$ cat src/atpg_pkg.sv
// constants shared by the test pattern generator block
//----------------------------------------------------------------------
//----------------------------------------------------------------------

package atpg_pkg;

  // datapath widths
  localparam int SMP_W = 14;
  localparam int IDX_W = 12;
  localparam int ADR_W = 14;

  // register indexes, byte address is four times the index
  localparam logic [IDX_W-1:0] IDX_SEL_A   = 12'h550;
  localparam logic [IDX_W-1:0] IDX_UP_FRST = 12'h551;
  localparam logic [IDX_W-1:0] IDX_UP_LAST = 12'h558;
  localparam logic [IDX_W-1:0] IDX_DDC0    = 12'h327;
  localparam logic [IDX_W-1:0] IDX_DDC1    = 12'h347;
  localparam logic [IDX_W-1:0] IDX_SEL_B   = 12'h5f0;
  localparam logic [IDX_W-1:0] IDX_CHIP    = 12'h5f1;
  localparam logic [IDX_W-1:0] IDX_STAT    = 12'h5f2;

  // register reset value
  localparam logic [7:0] REG_RST = 8'h00;

  // pattern select fields
  localparam int SEL_MODE_LSB  = 0;
  localparam int BIT_PNL_RST   = 4;
  localparam int BIT_PNS_RST   = 5;
  localparam int BIT_USER_SNGL = 7;

  // downconverter control and chip mode fields
  localparam int BIT_DDC_EN_I = 0;
  localparam int BIT_DDC_EN_Q = 2;
  localparam int BIT_CHIP_DDC = 0;

  // test mode codes
  localparam logic [3:0] TM_OFF   = 4'h0;
  localparam logic [3:0] TM_MID   = 4'h1;
  localparam logic [3:0] TM_PFS   = 4'h2;
  localparam logic [3:0] TM_NFS   = 4'h3;
  localparam logic [3:0] TM_CHK   = 4'h4;
  localparam logic [3:0] TM_PNL   = 4'h5;
  localparam logic [3:0] TM_PNS   = 4'h6;
  localparam logic [3:0] TM_TGL   = 4'h7;
  localparam logic [3:0] TM_USER  = 4'h8;
  localparam logic [3:0] TM_RAMP  = 4'hf;

  // fixed words
  localparam logic [SMP_W-1:0] W_MID   = 14'h0000;
  localparam logic [SMP_W-1:0] W_PFS   = 14'h1fff;
  localparam logic [SMP_W-1:0] W_NFS   = 14'h2000;
  localparam logic [SMP_W-1:0] W_CHK0  = 14'h1555;
  localparam logic [SMP_W-1:0] W_CHK1  = 14'h2aaa;
  localparam logic [SMP_W-1:0] W_ZERO  = 14'h0000;
  localparam logic [SMP_W-1:0] W_ONES  = 14'h3fff;

  // pseudo-noise seeds and feedback taps
  localparam int PNL_W = 23;
  localparam int PNS_W = 9;
  localparam logic [PNL_W-1:0] PNL_SEED = 23'h003aff;
  localparam logic [PNS_W-1:0] PNS_SEED = 9'h092;
  localparam int PNL_TAP = 5;
  localparam int PNS_TAP = 4;

  // user patterns
  localparam int UP_NUM = 4;
  localparam int UP_MSB = 15;
  localparam int UP_LSB = 2;
  localparam logic [1:0] UP_LAST = 2'h3;

endpackage : atpg_pkg

$ cat src/atpg_chan.sv
// one channel of pattern generation
`timescale 1ns/1ps

module atpg_chan
  import atpg_pkg::*;
(
  // clock and reset
  input  wire logic             clk,
  input  wire logic             rst_n,
  // control
  input  wire logic [3:0]       mode,
  input  wire logic             user_single,
  input  wire logic             pnl_hold,
  input  wire logic             pns_hold,
  input  wire logic [63:0]      user_pat,
  // pattern out
  output logic      [SMP_W-1:0] pat_q,
  output logic                  active_q
);

  logic [3:0]       mode_q;
  logic             phase_q, phase_d;
  logic [SMP_W-1:0] ramp_q, ramp_d, pat_d;
  logic [1:0]       uidx_q, uidx_d;
  logic             udone_q, udone_d, active_d;
  logic [PNL_W-1:0] pnl_q, pnl_d;
  logic [PNS_W-1:0] pns_q, pns_d;

  // long sequence: 14 bits per sample, oldest bit first
  function automatic void pnl_run(input logic [PNL_W-1:0] s,
                                  output logic [PNL_W-1:0] n,
                                  output logic [SMP_W-1:0] w);
    n = s;
    w = '0;
    for (int i = 0; i < SMP_W; i++) begin
      w[SMP_W-1-i] = n[0];
      n = {n[0] ^ n[PNL_TAP], n[PNL_W-1:1]};
    end
  endfunction

  // short sequence: 14 bits per sample, oldest bit first
  function automatic void pns_run(input logic [PNS_W-1:0] s,
                                  output logic [PNS_W-1:0] n,
                                  output logic [SMP_W-1:0] w);
    n = s;
    w = '0;
    for (int i = 0; i < SMP_W; i++) begin
      w[SMP_W-1-i] = n[0];
      n = {n[0] ^ n[PNS_TAP], n[PNS_W-1:1]};
    end
  endfunction

  // next pattern word and generator state; counters advance every clock, each pn register only in its own mode
  always_comb begin
    logic             restart, ph;
    logic [SMP_W-1:0] rmp, wl, ws;
    logic [1:0]       ui;
    logic             ud;
    logic [PNL_W-1:0] lcur;
    logic [PNS_W-1:0] scur;
    restart = (mode != mode_q);
    ph      = restart ? 1'b0 : phase_q;
    rmp     = restart ? W_ZERO : ramp_q;
    ui      = restart ? 2'h0 : uidx_q;
    ud      = restart ? 1'b0 : udone_q;
    lcur    = (pnl_hold || restart) ? PNL_SEED : pnl_q;
    scur    = (pns_hold || restart) ? PNS_SEED : pns_q;
    pnl_run(lcur, pnl_d, wl);
    pns_run(scur, pns_d, ws);
    if (pnl_hold || mode != TM_PNL) pnl_d = lcur;
    if (pns_hold || mode != TM_PNS) pns_d = scur;
    phase_d  = ~ph;
    ramp_d   = rmp + 14'h0001;
    uidx_d   = ui + 2'h1;
    udone_d  = ud || (user_single && ui == UP_LAST);
    active_d = 1'b1;
    case (mode)
      TM_MID:  pat_d = W_MID;
      TM_PFS:  pat_d = W_PFS;
      TM_NFS:  pat_d = W_NFS;
      TM_CHK:  pat_d = ph ? W_CHK1 : W_CHK0;
      TM_PNL:  pat_d = wl;
      TM_PNS:  pat_d = ws;
      TM_TGL:  pat_d = ph ? W_ONES : W_ZERO;
      TM_USER: pat_d = ud ? W_ZERO
                 : user_pat[{ui, 4'h0} + UP_LSB +: SMP_W];
      TM_RAMP: pat_d = rmp;
      default: begin
        pat_d    = W_ZERO;
        active_d = 1'b0;
      end
    endcase
  end

  // generator registers
  always_ff @(posedge clk or negedge rst_n) begin
    if (!rst_n) begin
      mode_q   <= TM_OFF;
      phase_q  <= 1'b0;
      ramp_q   <= W_ZERO;
      uidx_q   <= 2'h0;
      udone_q  <= 1'b0;
      pnl_q    <= PNL_SEED;
      pns_q    <= PNS_SEED;
      pat_q    <= W_ZERO;
      active_q <= 1'b0;
    end else begin
      mode_q   <= mode;
      phase_q  <= phase_d;
      ramp_q   <= ramp_d;
      uidx_q   <= uidx_d;
      udone_q  <= udone_d;
      pnl_q    <= pnl_d;
      pns_q    <= pns_d;
      pat_q    <= pat_d;
      active_q <= active_d;
    end
  end

endmodule // atpg_chan

$ cat src/atpg_top.sv
// test pattern generator top with wishbone register slave
`timescale 1ns/1ps

module atpg_top
  import atpg_pkg::*;
(
  // clock and reset
  input  wire logic             CORE_CLK,
  input  wire logic             RESETN,
  // wishbone slave
  input  wire logic             WB_CYC_I,
  input  wire logic             WB_STB_I,
  input  wire logic             WB_WE_I,
  input  wire logic [ADR_W-1:0] WB_ADR_I,
  input  wire logic [3:0]       WB_SEL_I,
  input  wire logic [31:0]      WB_DAT_I,
  output logic      [31:0]      WB_DAT_O,
  output logic                  WB_ACK_O,
  // converter samples
  input  wire logic [SMP_W-1:0] ADC_A_DATA,
  input  wire logic [SMP_W-1:0] ADC_B_DATA,
  // downconverter samples
  input  wire logic [SMP_W-1:0] DDC0_I_DATA,
  input  wire logic [SMP_W-1:0] DDC0_Q_DATA,
  input  wire logic [SMP_W-1:0] DDC1_I_DATA,
  input  wire logic [SMP_W-1:0] DDC1_Q_DATA,
  // samples to the output formatter
  output logic      [SMP_W-1:0] FMT_A_DATA,
  output logic      [SMP_W-1:0] FMT_B_DATA,
  output logic      [SMP_W-1:0] FMT_DDC0_I,
  output logic      [SMP_W-1:0] FMT_DDC0_Q,
  output logic      [SMP_W-1:0] FMT_DDC1_I,
  output logic      [SMP_W-1:0] FMT_DDC1_Q,
  // test status
  output logic                  TEST_ACTIVE
);

  //--------------------------------------------------------------------
  // register file
  //--------------------------------------------------------------------

  logic [7:0]       sel_a_q, sel_a_d;
  logic [7:0]       sel_b_q, sel_b_d;
  logic [7:0]       ddc0_q, ddc0_d;
  logic [7:0]       ddc1_q, ddc1_d;
  logic [7:0]       chip_q, chip_d;
  logic [7:0]       upat_q [0:7];
  logic [7:0]       upat_d [0:7];
  logic             ack_q, ack_d;
  logic [31:0]      rdat_q, rdat_d;
  logic [IDX_W-1:0] idx;
  logic [2:0]       up_sel;
  logic             up_hit;
  logic             wr_en;
  logic [63:0]      user_pat;
  logic [SMP_W-1:0] pat_a, pat_b;
  logic             act_a, act_b;

  // address decode
  assign idx    = WB_ADR_I[ADR_W-1:2];
  assign up_hit = (idx >= IDX_UP_FRST) && (idx <= IDX_UP_LAST);
  assign up_sel = up_hit ? 3'(idx - IDX_UP_FRST) : 3'h0;
  assign wr_en  = WB_CYC_I && WB_STB_I && WB_WE_I && WB_SEL_I[0]
                  && !ack_q;

  // write decode, read mux and acknowledge
  always_comb begin
    sel_a_d = sel_a_q;
    sel_b_d = sel_b_q;
    ddc0_d  = ddc0_q;
    ddc1_d  = ddc1_q;
    chip_d  = chip_q;
    for (int i = 0; i < 8; i++) begin
      upat_d[i] = upat_q[i];
    end
    ack_d  = WB_CYC_I && WB_STB_I && !ack_q;
    rdat_d = 32'h0000_0000;
    if (wr_en) begin
      case (idx)
        IDX_SEL_A: sel_a_d = WB_DAT_I[7:0];
        IDX_SEL_B: sel_b_d = WB_DAT_I[7:0];
        IDX_DDC0:  ddc0_d  = WB_DAT_I[7:0];
        IDX_DDC1:  ddc1_d  = WB_DAT_I[7:0];
        IDX_CHIP:  chip_d  = WB_DAT_I[7:0];
        default: begin
          if (up_hit) upat_d[up_sel] = WB_DAT_I[7:0];
        end
      endcase
    end
    if (WB_CYC_I && WB_STB_I && !WB_WE_I && !ack_q) begin
      case (idx)
        IDX_SEL_A: rdat_d[7:0] = sel_a_q;
        IDX_SEL_B: rdat_d[7:0] = sel_b_q;
        IDX_DDC0:  rdat_d[7:0] = ddc0_q;
        IDX_DDC1:  rdat_d[7:0] = ddc1_q;
        IDX_CHIP:  rdat_d[7:0] = chip_q;
        IDX_STAT:  rdat_d[1:0] = {act_b, act_a};
        default: begin
          if (up_hit) rdat_d[7:0] = upat_q[up_sel];
        end
      endcase
    end
  end

  // register file flip-flops
  always_ff @(posedge CORE_CLK or negedge RESETN) begin
    if (!RESETN) begin
      sel_a_q <= REG_RST;
      sel_b_q <= REG_RST;
      ddc0_q  <= REG_RST;
      ddc1_q  <= REG_RST;
      chip_q  <= REG_RST;
      for (int i = 0; i < 8; i++) begin
        upat_q[i] <= REG_RST;
      end
      ack_q   <= 1'b0;
      rdat_q  <= 32'h0000_0000;
    end else begin
      sel_a_q <= sel_a_d;
      sel_b_q <= sel_b_d;
      ddc0_q  <= ddc0_d;
      ddc1_q  <= ddc1_d;
      chip_q  <= chip_d;
      for (int i = 0; i < 8; i++) begin
        upat_q[i] <= upat_d[i];
      end
      ack_q   <= ack_d;
      rdat_q  <= rdat_d;
    end
  end

  assign WB_ACK_O = ack_q;
  assign WB_DAT_O = rdat_q;

  //--------------------------------------------------------------------
  // pattern generators, one per channel
  //--------------------------------------------------------------------

  // user pattern n is the byte pair low then high
  assign user_pat = {upat_q[7], upat_q[6], upat_q[5], upat_q[4],
                     upat_q[3], upat_q[2], upat_q[1], upat_q[0]};

  // channel a generator, runs on CORE_CLK alone
  atpg_chan u_chan_a (
    .clk         (CORE_CLK),
    .rst_n       (RESETN),
    .mode        (sel_a_q[SEL_MODE_LSB +: 4]),
    .user_single (sel_a_q[BIT_USER_SNGL]),
    .pnl_hold    (sel_a_q[BIT_PNL_RST]),
    .pns_hold    (sel_a_q[BIT_PNS_RST]),
    .user_pat    (user_pat),
    .pat_q       (pat_a),
    .active_q    (act_a)
  );

  // channel b generator
  atpg_chan u_chan_b (
    .clk         (CORE_CLK),
    .rst_n       (RESETN),
    .mode        (sel_b_q[SEL_MODE_LSB +: 4]),
    .user_single (sel_b_q[BIT_USER_SNGL]),
    .pnl_hold    (sel_b_q[BIT_PNL_RST]),
    .pns_hold    (sel_b_q[BIT_PNS_RST]),
    .user_pat    (user_pat),
    .pat_q       (pat_b),
    .active_q    (act_b)
  );

  //--------------------------------------------------------------------
  // output selection toward the formatter
  //--------------------------------------------------------------------

  logic             ddc_mode;
  logic             d0i_tst, d0q_tst, d1i_tst, d1q_tst;
  logic [SMP_W-1:0] fa_q, fa_d, fb_q, fb_d;
  logic [SMP_W-1:0] d0i_q, d0i_d, d0q_q, d0q_d;
  logic [SMP_W-1:0] d1i_q, d1i_d, d1q_q, d1q_d;
  logic             tact_q, tact_d;

  // per downconverter enables only count in downconverter mode
  assign ddc_mode = chip_q[BIT_CHIP_DDC];
  assign d0i_tst  = ddc_mode && ddc0_q[BIT_DDC_EN_I] && act_a;
  assign d0q_tst  = ddc_mode && ddc0_q[BIT_DDC_EN_Q] && act_b;
  assign d1i_tst  = ddc_mode && ddc1_q[BIT_DDC_EN_I] && act_a;
  assign d1q_tst  = ddc_mode && ddc1_q[BIT_DDC_EN_Q] && act_b;

  // converter data is dropped whenever a pattern replaces it
  always_comb begin
    fa_d   = act_a   ? pat_a : ADC_A_DATA;
    fb_d   = act_b   ? pat_b : ADC_B_DATA;
    d0i_d  = d0i_tst ? pat_a : DDC0_I_DATA;
    d0q_d  = d0q_tst ? pat_b : DDC0_Q_DATA;
    d1i_d  = d1i_tst ? pat_a : DDC1_I_DATA;
    d1q_d  = d1q_tst ? pat_b : DDC1_Q_DATA;
    tact_d = act_a || act_b;
  end

  // output flip-flops
  always_ff @(posedge CORE_CLK or negedge RESETN) begin
    if (!RESETN) begin
      fa_q   <= W_ZERO;
      fb_q   <= W_ZERO;
      d0i_q  <= W_ZERO;
      d0q_q  <= W_ZERO;
      d1i_q  <= W_ZERO;
      d1q_q  <= W_ZERO;
      tact_q <= 1'b0;
    end else begin
      fa_q   <= fa_d;
      fb_q   <= fb_d;
      d0i_q  <= d0i_d;
      d0q_q  <= d0q_d;
      d1i_q  <= d1i_d;
      d1q_q  <= d1q_d;
      tact_q <= tact_d;
    end
  end

  assign FMT_A_DATA  = fa_q;
  assign FMT_B_DATA  = fb_q;
  assign FMT_DDC0_I  = d0i_q;
  assign FMT_DDC0_Q  = d0q_q;
  assign FMT_DDC1_I  = d1i_q;
  assign FMT_DDC1_Q  = d1q_q;
  assign TEST_ACTIVE = tact_q;

endmodule // atpg_top

$ cat config.mk
export PLATFORM = sky130hd
export DESIGN_NAME = atpg_top
export DESIGN_NICKNAME = d
export VERILOG_FILES = /design/src/atpg_pkg.sv /design/src/atpg_chan.sv /design/src/atpg_top.sv
export SDC_FILE = /design/constraint.sdc
export NUM_CORES = 1
export LEC_CHECK = 0
export BUFFER_PORTS_ARGS = -buffer_cell sky130_fd_sc_hd__clkbuf_2
export CAP_MARGIN = 20
export CORE_AREA = 2 2 199 201
export CTS_CLUSTER_SIZE = 25
export DETAILED_ROUTE_END_ITERATION = 7
export DIE_AREA = 0 0 201 203
export GPL_ROUTABILITY_DRIVEN = 0
export MAX_ROUTING_LAYER = met4
export RECOVER_POWER = 50
export SYNTH_ARGS = -nofsm -noshare
export SYNTH_HDL_FRONTEND = slang
export SYNTH_SLANG_ARGS = --single-unit
$ cat constraint.sdc
create_clock -name CORE_CLK -period 3 [get_ports CORE_CLK]
set_input_delay 0.15 -clock CORE_CLK [delete_from_list [all_inputs] [get_ports CORE_CLK]]
set_output_delay 0.15 -clock CORE_CLK [all_outputs]
set_load 0.03 [all_outputs]
==> results of run 1 <==
cell type report:
type	instances	area [um2]
flip-flops and latches	336	8450
well taps	518	648
clock inverters	15	191
multi-input cells	1056	8060
diodes	1	2.50
clock buffers	52	1080
fillers	3381	17600
inverters	18	67.6
repair buffers	358	2330
placed cells by master (no fill, tap or decap), types with 37 or more instances in the layout:
cell / instances
o21ai_0: 43
a211oi_1: 45
nor3_1: 37
buf_4: 55
clkbuf_16: 39
dlygate4sd3_1: 87
clkbuf_1: 69
dfrtp_1: 306
xnor2_1: 59
nor2_1: 67
clkbuf_2: 151
nand3_1: 39
mux2_2: 171
nand2_1: 79
a21oi_1: 64
worst reg2reg max path: cells and delay by family (launching register included):
family | cells | cell delay [ps]
DFF | 1 | 360
AOI/OAI and AO/OA | 2 | 900
buffers and inverters | 1 | 740
and+or+nand+nor | 2 | 560
registers in the layout (all words and copies together), names as in the netlist, 9 cells and up:
| name | cells |
|---|---|
| u_chan_b.pat_q | 14 |
| u_chan_b.pnl_q | 23 |
| u_chan_a.pat_q | 14 |
| u_chan_b.pns_q | 9 |
| u_chan_a.pnl_q | 23 |
| FMT_B_DATA | 14 |
| FMT_DDC1_Q | 14 |
| u_chan_b.ramp_q | 14 |
| FMT_DDC0_Q | 14 |
| u_chan_a.pns_q | 9 |
| FMT_A_DATA | 14 |
| u_chan_a.ramp_q | 14 |
| upat_q | 64 |
| FMT_DDC0_I | 14 |
| FMT_DDC1_I | 14 |
routing by layer:
layer	global-route usage (%)	share of wire, %	up-vias
li1	-	-	6151
met1	33.5	43	6760
met2	39.8	47	458
met3	4.37	6.3	117
met4	9.89	3.8	0
met5	-	0	-
final timing paths:
path | slack (ps) | end | start | depth (start not counted)
min in group asynchronous | 920 | u_chan_a.ramp_q[9]$_DFF_PN0_ | RESETN | 2
max | 250 | u_chan_a.pat_q[11]$_DFF_PN0_ | sel_a_q[3]$_DFFE_PN0P_ | 5
max in group asynchronous | 600 | FMT_B_DATA[1]$_DFF_PN0_ | RESETN | 3
min | 130 | WB_DAT_O[0]$_DFF_PN0_ | WB_WE_I | 4
max reg2reg | 250 | u_chan_a.pat_q[11]$_DFF_PN0_ | sel_a_q[3]$_DFFE_PN0P_ | 5
min reg2reg | 510 | u_chan_b.pnl_q[5]$_DFF_PN1_ | u_chan_b.pnl_q[19]$_DFF_PN0_ | 2
through the flow:
| stage | setup slack [ps] | power, W | hold WS, ps | instances | area, um2 |
|---|---|---|---|---|---|
| after floorplan | 290 | 0.00595 | -146 | 1559 | 17300 |
| final | 248 | 0.0113 | 128 | 2354 | 20800 |
| after global routing | 142 | 0.0117 | 154 | 2353 | 20800 |
| after CTS | 445 | 0.0114 | 107 | 2353 | 20900 |
| after global placement | 323 | 0.00644 | 237 | 2199 | 18800 |
| after detailed placement | 296 | 0.00647 | 235 | 2199 | 18800 |
repair_timing:
item,in CTS,in global routing
resized for setup,0,0
endpoints found under the hold margin,161,0
hold buffers,87,0
buffers inserted,0,0
power breakdown:
part / switching (W) / total, W / internal, W
sequential: 0.000238 / 0.00502 / 0.00478
clock: 0.00190 / 0.00478 / 0.00288
combinational: 0.000887 / 0.00147 / 0.000579
logic make-up after synthesis:
kind of cell               Yosys count  synth area share, %
AOI/OAI and AO/OA                  338                 14.1
xor gates and xnor gates            92                 4.74
adders and majority gates            9                0.656
buffers and inverters              167                 4.48
DFF                                336                 49.2
muxes                              216                 14.9
other                                1               0.0218
and+or+nand+nor                    377                 11.9
==> flow_metrics.py, run 1 <==
metrics = {
    "drt": {
        "drt_pass1_iterations": 6,
        "ant_nets": 0,
        "avgRoutedWirePerCell_um": 21.7,
        "first_iter_violations": 1163,
        "viasPerCell": 5.73,
        "vias": 13500,
        "routed_wirelength_um": 51100,
        "drc_errors": 0,
    },
    "setup_path": {
        "end_kind": "register",
        "cp_slowest_stage_delay_ps": 740,
        "slowest_stage": "clkbuf_1",
        "crit_fanout": 16,
        "arrival_ps": 3090,
        "critPathRequiredTime_ps": 3340,
        "path_cells": "clkbuf_1, or4bb_1, nor3_1, a222oi_1, o311ai_0",
        "critPathKind": "register to register",
        "worstSetupStartpointType": "register",
        "critical_path_buf_inv_count": 1,
        "cpLargestDelayFamily": "compound AO/OA/AOI/OAI gates",
    },
    "cts": {
        "clkLatencyLatePin_ps": 540,
        "clockRootBuffer": "clkbuf_16",
        "cts_tree": "built",
        "clockBufferDepth": 3,
        "clk_pin_slew_ps": 60,
        "cts_sinks": 336,
        "cts_buffers": 38,
        "htree_levels": 2,
    },
    "cells_and_area": {
        "drive_above_1_share_pct": 28.3,
        "nNetsFinal": 1956,
        "area_growth_pct": 21.3,
        "fin_util_pct": 54.1,
    },
    "timing": {
        "fmax_mhz": 363,
        "setup_viol": 0,
        "fin_crit_sh_pct": 91.7,
        "fin_setup_tns_ps": 0,
        "hold_violations": 0,
        "rsz0062_at_grt": "no",
        "skew_ps": 18.8,
        "worstMarginPinSlew_ps": 2470,
        "period_needed_ps": 2750,
        "final_max_slew_viol_count": 93,
        "slew_headroom_pct": -64.7,
    },
    "logic_synthesis": {
        "netlist-cell-type-count": 80,
        "synth_top_area_share_pct": 44.6,
        "syn_area_per_cell_um2": 11.2,
        "synth_top_area_cell": "dfrtp_1",
        "synthTopCellsByCount": "dfrtp_1, mux2_2, clkbuf_1",
        "ys.warnings.count": 0,
        "syn_inst": 1536,
        "synth_seq_cells": 336,
        "synth_edf_count": 0,
        "async_flop_share_pct": 100,
        "netlist_area_um2": 17200,
        "yosysSeqAreaShare_pct": 49.2,
        "synthFlopType": "dfrtp_1",
        "synth_most_common_cell": "dfrtp_1",
        "synth_area_leaders": "dfrtp_1, mux2_2, dfstp_2",
    },
    "floorplanning": {
        "die_x_um": 201,
        "dieArea_um2": 40800,
        "ios": 257,
        "row_count": 72,
        "core_area_um2": 38500,
        "fp.dieH_um": 203,
        "start_util_pct": 44.6,
    },
    "global_routing": {
        "grt_overflow_total": 0,
        "grt_antenna_before_repair": 0,
        "grt_pass1_wl_um": 79000,
        "track_usage_pct": 25.6,
        "grt_max_degree": 95,
        "grt_pass1_vias": 13500,
    },
    "placed_design": {
        "port-buffer-count": 203,
        "dp_hpwl_um": 35200,
    },
    "power": {
        "ir_drop_v": 0.000284,
        "cellLeakagePower_nw": 9.46,
        "power_density_nw_per_um2": 541,
    },
    "job": {
        "cap_violations": 1,
    },
    "run_status": {
        "failed_checks": "capacitance limit, slew limit",
        "status": "complete, but fails checks",
    },
    "hold_path": {
        "hold_path_class": "input port to register",
    },
}
(Power assumes the default switching activity.)
==> run 2, diff against run 1 <==
- clock period: 3 -> 3.5 ns (I/O delays scaled with it)
==> flow_metrics.py, run 2 (synthesis gave the netlist of run 1 again) <==
metrics = {
    "setup_path": {
        "reg2reg_to": "u_chan_a.pat_q[9]$_DFF_PN0_",
        "r2r_start": "sel_a_q[2]$_DFFE_PN0P_",
        "cpLargestDelayFamily": "buffers and inverters",
        "crit_fanout": 33,
        "critical_path_buf_inv_count": 2,
        "cp.depth": 7,
        "rrSetupSlack_ps": 560,
        "path_cells": "clkbuf_1, nand2_1, nor3_2, buf_4, o31a_1, a221oi_1, o311ai_0",
        "endpoint": "u_chan_a.pat_q[9]$_DFF_PN0_",
        "worstSetupStartpointType": "register",
        "end_kind": "register",
        "cp_slowest_stage_delay_ps": 700,
        "arrival_ps": 3340,
        "critPathRequiredTime_ps": 3900,
        "slowest_stage": "clkbuf_1",
        "critPathKind": "register to register",
        "ff2ff_path_depth": 7,
        "critical_path.startpoint": "sel_a_q[2]$_DFFE_PN0P_",
    },
    "drt": {
        "first_iter_violations": 1203,
        "routed_wirelength_um": 50900,
        "avgRoutedWirePerCell_um": 21.8,
        "routed-wl-met2_um": 24500,
        "drc_errors": 0,
        "vias": 13600,
        "ant_nets": 0,
        "met1_length_um": 21600,
        "viasPerCell": 5.80,
        "met3_length_um": 3250,
        "routed.top_layer": "met4",
        "drt_pass1_iterations": 6,
    },
    "timing": {
        "fin_crit_sh_pct": 84.0,
        "setup_viol": 0,
        "worstMarginPinSlew_ps": 2490,
        "period_needed_ps": 2940,
        "hold_violations": 0,
        "rsz0062_at_grt": "no",
        "slew_headroom_pct": -66.0,
        "skew_ps": 20.5,
        "fin_setup_tns_ps": 0,
        "setup_ws_ps": 559,
        "fmax_mhz": 340,
        "final_max_slew_viol_count": 88,
    },
    "run_status": {
        "status": "complete, but fails checks",
        "failed_checks": "capacitance limit, slew limit",
    },
    "floorplanning": {
        "dieArea_um2": 40800,
        "die_x_um": 201,
        "start_util_pct": 44.6,
        "fp.dieH_um": 203,
        "ios": 257,
        "row_count": 72,
        "core_area_um2": 38500,
    },
    "power": {
        "power_density_nw_per_um2": 469,
        "ir_drop_v": 0.000266,
        "p_clk_share_pct": 42.8,
        "total_power_w": 0.00972,
        "p_int_w": 0.00712,
        "combPwrFrac_pct": 12.9,
        "seq_power_share_pct": 44.3,
        "p_sw_w": 0.00260,
        "p_sw_share_pct": 26.7,
        "cellLeakagePower_nw": 9.30,
    },
    "cells_and_area": {
        "top_regs": "upat_q (64), u_chan_a.pnl_q (23), u_chan_b.pnl_q (23)",
        "diodes": 0,
        "top_register": "upat_q",
        "fin_util_pct": 53.8,
        "area_growth_pct": 20.6,
        "largest_reg_flops": 64,
        "final_cell_mix": "dfrtp_1, mux2_2, clkbuf_2",
        "layout_commonest_cell": "dfrtp_1",
        "n_fill_cell": 3401,
        "stdcell_area_um2": 20700,
        "nNetsFinal": 1940,
        "drive_above_1_share_pct": 25.7,
    },
    "global_routing": {
        "grt_pass1_vias": 13500,
        "grt_max_degree": 91,
        "track_usage_pct": 25.6,
        "grt_antenna_before_repair": 0,
        "grt_overflow_total": 0,
        "grt_pass1_wl_um": 79400,
    },
    "cts": {
        "clkLatencyLatePin_ps": 540,
        "cts_resized": 0,
        "cts_sinks": 336,
        "htree_levels": 2,
        "post-cts-setup-buffer-count": 0,
        "cts_tree": "built",
        "clockRootBuffer": "clkbuf_16",
        "cts_buffers": 38,
        "clockBufferDepth": 3,
        "clk_pin_slew_ps": 60,
        "cts_hold_buffers": 87,
    },
    "job": {
        "cap_violations": 1,
    },
    "placed_design": {
        "dp_hpwl_um": 34900,
        "preCtsSetupSlack_ps": 652,
        "placed_cell_area_um2": 18700,
        "port-buffer-count": 203,
    },
    "hold_path": {
        "hold_path_class": "input port to register",
    },
}
==> run 2: worst min path at each step <==
stage,startpoint,end,depth (start not counted)
floorplan,RESETN,FMT_A_DATA[0]$_DFF_PN0_,0
CTS,WB_WE_I,WB_DAT_O[0]$_DFF_PN0_,4
detailed placement,RESETN,u_chan_a.ramp_q[8]$_DFF_PN0_,1
global placement,RESETN,u_chan_a.pns_q[3]$_DFF_PN0_,1
global route,WB_WE_I,WB_DAT_O[0]$_DFF_PN0_,4
finish,WB_WE_I,WB_DAT_O[0]$_DFF_PN0_,4
==> run 2: power groups by stage <==
stage          combinational, W  clock, W  sequential, W
4_1_cts                 0.00126   0.00425        0.00430
3_5_place_dp            0.00118         0        0.00437
6_report                0.00125   0.00416        0.00430
5_1_grt                 0.00137   0.00441        0.00433
3_3_place_gp            0.00115         0        0.00436
2_1_floorplan          0.000714         0        0.00438
==> run 2: layer usage <==
layer | vias up | track usage, %
li1 | 6131 | -
met3 | 110 | 4.01
met4 | 0 | 8.10
met2 | 474 | 40.8
met1 | 6838 | 33.8
met5 | - | -
==> run 2: tightest hold or removal path, cell delays in order <==
cell and delay (ps):
clkbuf_2 100, nor2b_1 80, a21bo_2 190, o31ai_1 70
==> run 2: through the flow <==
step	hold WS, ps	std cells
2_1_floorplan	-121	1559
3_3_place_gp	255	2183
3_5_place_dp	262	2183
4_1_cts	106	2338
5_1_grt	135	2338
6_report	130	2338
==> run 2: area by class of cell <==
class / count / area (um2) / area share (%)
flip-flops and latches: 336 / 8450 / 40.8
multi-input cells: 1056 / 8060 / 38.9
repair buffers: 342 / 2190 / 10.6
clock buffers: 55 / 1130 / 5.44
well taps: 518 / 648 / 3.13
clock inverters: 13 / 181 / 0.876
inverters: 18 / 67.6 / 0.326
==> run 3, diff against run 2 <==
- PLACE_DENSITY: unset -> 0.67
- clock period: 3.5 -> 2.7 ns (I/O delays scaled with it)
==> flow_metrics.py, run 3 (synthesis gave the netlist of run 1 again) <==
metrics = {
    "cells_and_area": {
        "n_fill_cell": 3270,
        "layoutNonFillerInstCount": 2360,
        "layout_commonest_cell": "dfrtp_1",
        "final_cell_mix": "dfrtp_1, mux2_2, clkbuf_2",
        "top_regs": "upat_q (64), u_chan_a.pnl_q (23), u_chan_b.pnl_q (23)",
        "fin_util_pct": 54.1,
        "drive_above_1_share_pct": 26.4,
        "largest_reg_flops": 64,
        "nNetsFinal": 1959,
        "top_register": "upat_q",
        "multiInputGateArea_um2": 8060,
        "area_growth_pct": 21.2,
        "seqCellArea_um2": 8450,
    },
    "setup_path": {
        "path_cells": "xnor2_1, and4_1, nand2_1, inv_1, buf_4, a211oi_1, o311ai_0, buf_4",
        "end_kind": "register",
        "cp_slowest_stage_delay_ps": 730,
        "reg2reg_to": "u_chan_a.pat_q[4]$_DFF_PN0_",
        "critPathRequiredTime_ps": 3170,
        "critical_path.startpoint": "sel_a_q[0]$_DFFE_PN0P_",
        "critPathKind": "register to register",
        "cp_common_cell": "buf_4",
        "endpoint": "u_chan_a.pat_q[4]$_DFF_PN0_",
        "r2r_start": "sel_a_q[0]$_DFFE_PN0P_",
        "arrival_ps": 3100,
        "crit_fanout": 8,
        "slowest_stage": "o311ai_0",
        "rrSetupSlack_ps": 70,
        "worstSetupStartpointType": "register",
        "ff2ff_path_depth": 8,
    },
    "global_routing": {
        "grt_max_degree": 95,
        "grt_pass1_vias": 13900,
        "grt_pass1_wl_um": 80700,
        "grt_antenna_before_repair": 3,
        "track_usage_pct": 25.8,
        "grt_overflow_total": 0,
    },
    "timing": {
        "final_max_slew_viol_count": 94,
        "skew_ps": 21.0,
        "slew_headroom_pct": -48.4,
        "holdWs_ps": 108,
        "worstMarginPinSlew_ps": 2230,
        "rsz0062_at_grt": "no",
        "fin_setup_tns_ps": 0,
        "fin_crit_sh_pct": 97.3,
        "fmax_mhz": 381,
        "period_needed_ps": 2630,
        "setup_viol": 0,
        "hold_violations": 0,
    },
    "drt": {
        "vias": 13900,
        "avgRoutedWirePerCell_um": 21.9,
        "routed_wirelength_um": 51600,
        "viasPerCell": 5.90,
        "drt_pass1_iterations": 6,
        "drc_errors": 0,
        "ant_nets": 0,
        "first_iter_violations": 1283,
    },
    "power": {
        "cellLeakagePower_nw": 9.37,
        "ir_drop_v": 0.000355,
        "power_density_nw_per_um2": 590,
    },
    "placed_design": {
        "placed_cells": 2203,
        "dp_hpwl_um": 34900,
        "port-buffer-count": 203,
    },
    "cts": {
        "cts_resized": 0,
        "clockBufferDepth": 3,
        "cts_sinks": 336,
        "clockRootBuffer": "clkbuf_16",
        "post-cts-setup-buffer-count": 0,
        "cts_buffers": 37,
        "clkLatencyLatePin_ps": 530,
        "htree_levels": 2,
        "clk_pin_slew_ps": 60,
        "cts_tree": "built",
        "cts_hold_buffers": 87,
    },
    "run_status": {
        "status": "complete, but fails checks",
        "failed_checks": "capacitance limit, slew limit",
    },
    "floorplanning": {
        "die_x_um": 201,
        "row_count": 72,
        "start_util_pct": 44.6,
        "ios": 257,
        "core_area_um2": 38500,
        "dieArea_um2": 40800,
        "fp.dieH_um": 203,
    },
    "job": {
        "cap_violations": 1,
    },
    "hold_path": {
        "hold_path_class": "input port to register",
    },
}
-- run 3: worst min path at each step --
stage             from                            to  slack (ps)  depth (start not counted)
2_1_floorplan   RESETN       FMT_A_DATA[0]$_DFF_PN0_        -160                          0
3_3_place_gp    RESETN  u_chan_a.pnl_q[21]$_DFF_PN0_         230                          1
3_5_place_dp    RESETN  u_chan_a.pnl_q[16]$_DFF_PN0_         240                          1
4_1_cts        WB_WE_I         WB_DAT_O[0]$_DFF_PN0_          80                          4
5_1_grt        WB_WE_I         WB_DAT_O[0]$_DFF_PN0_         120                          4
6_report       WB_WE_I         WB_DAT_O[0]$_DFF_PN0_         110                          4
-- run 3: area by class of cell --
cell class                      instances  share of cell area (%)
Timing Repair Buffer                  362                    11.3
Tap cell                              518                    3.12
Sequential cell                       336                    40.6
Multi-Input combinational cell       1056                    38.7
Inverter                               18                   0.325
Clock buffer                           57                    5.40
Clock inverter                         10                   0.469
Antenna cell                            3                  0.0361
-- run 3: report_power, final --
part	leakage [nW]	total, W	switching, W	internal [W]
Combinational	4.45	0.00168	0.00102	0.000655
Clock	0.592	0.00502	0.00205	0.00297
Sequential	4.33	0.00557	0.000257	0.00531
Total	9.37	0.0123	0.00333	0.00894
-- run 3: through the flow --
stage / worst slack (ps) / cell area, um2 / total power, W
after floorplan: 5.02 / 17300 / 0.00661
after global placement: 154 / 18900 / 0.00717
after detailed placement: 101 / 18900 / 0.00722
after CTS: 157 / 21000 / 0.0123
after global routing: 26.1 / 20800 / 0.0127
final: 73.1 / 20800 / 0.0123
-- run 3: metal layers --
metal  track usage, %  vias to the layer above  wire length, um  share of wire [%]
li1                 -                     6164                -                  -
met1             33.6                     6908            21200                 41
met2             39.9                      684            24300                 47
met3             5.02                      157             4040                7.8
met4             10.2                        0             2050                4.0
met5                -                        -                0                  0
-- run 3: critical path: cells and delay by family, from the launching register on --
family                    cells  cell delay (ps)
buffers and inverters         3              620
DFF                           1              380
and+or+nand+nor               2              540
xor gates and xnor gates      1              220
AOI/OAI and AO/OA             2              810
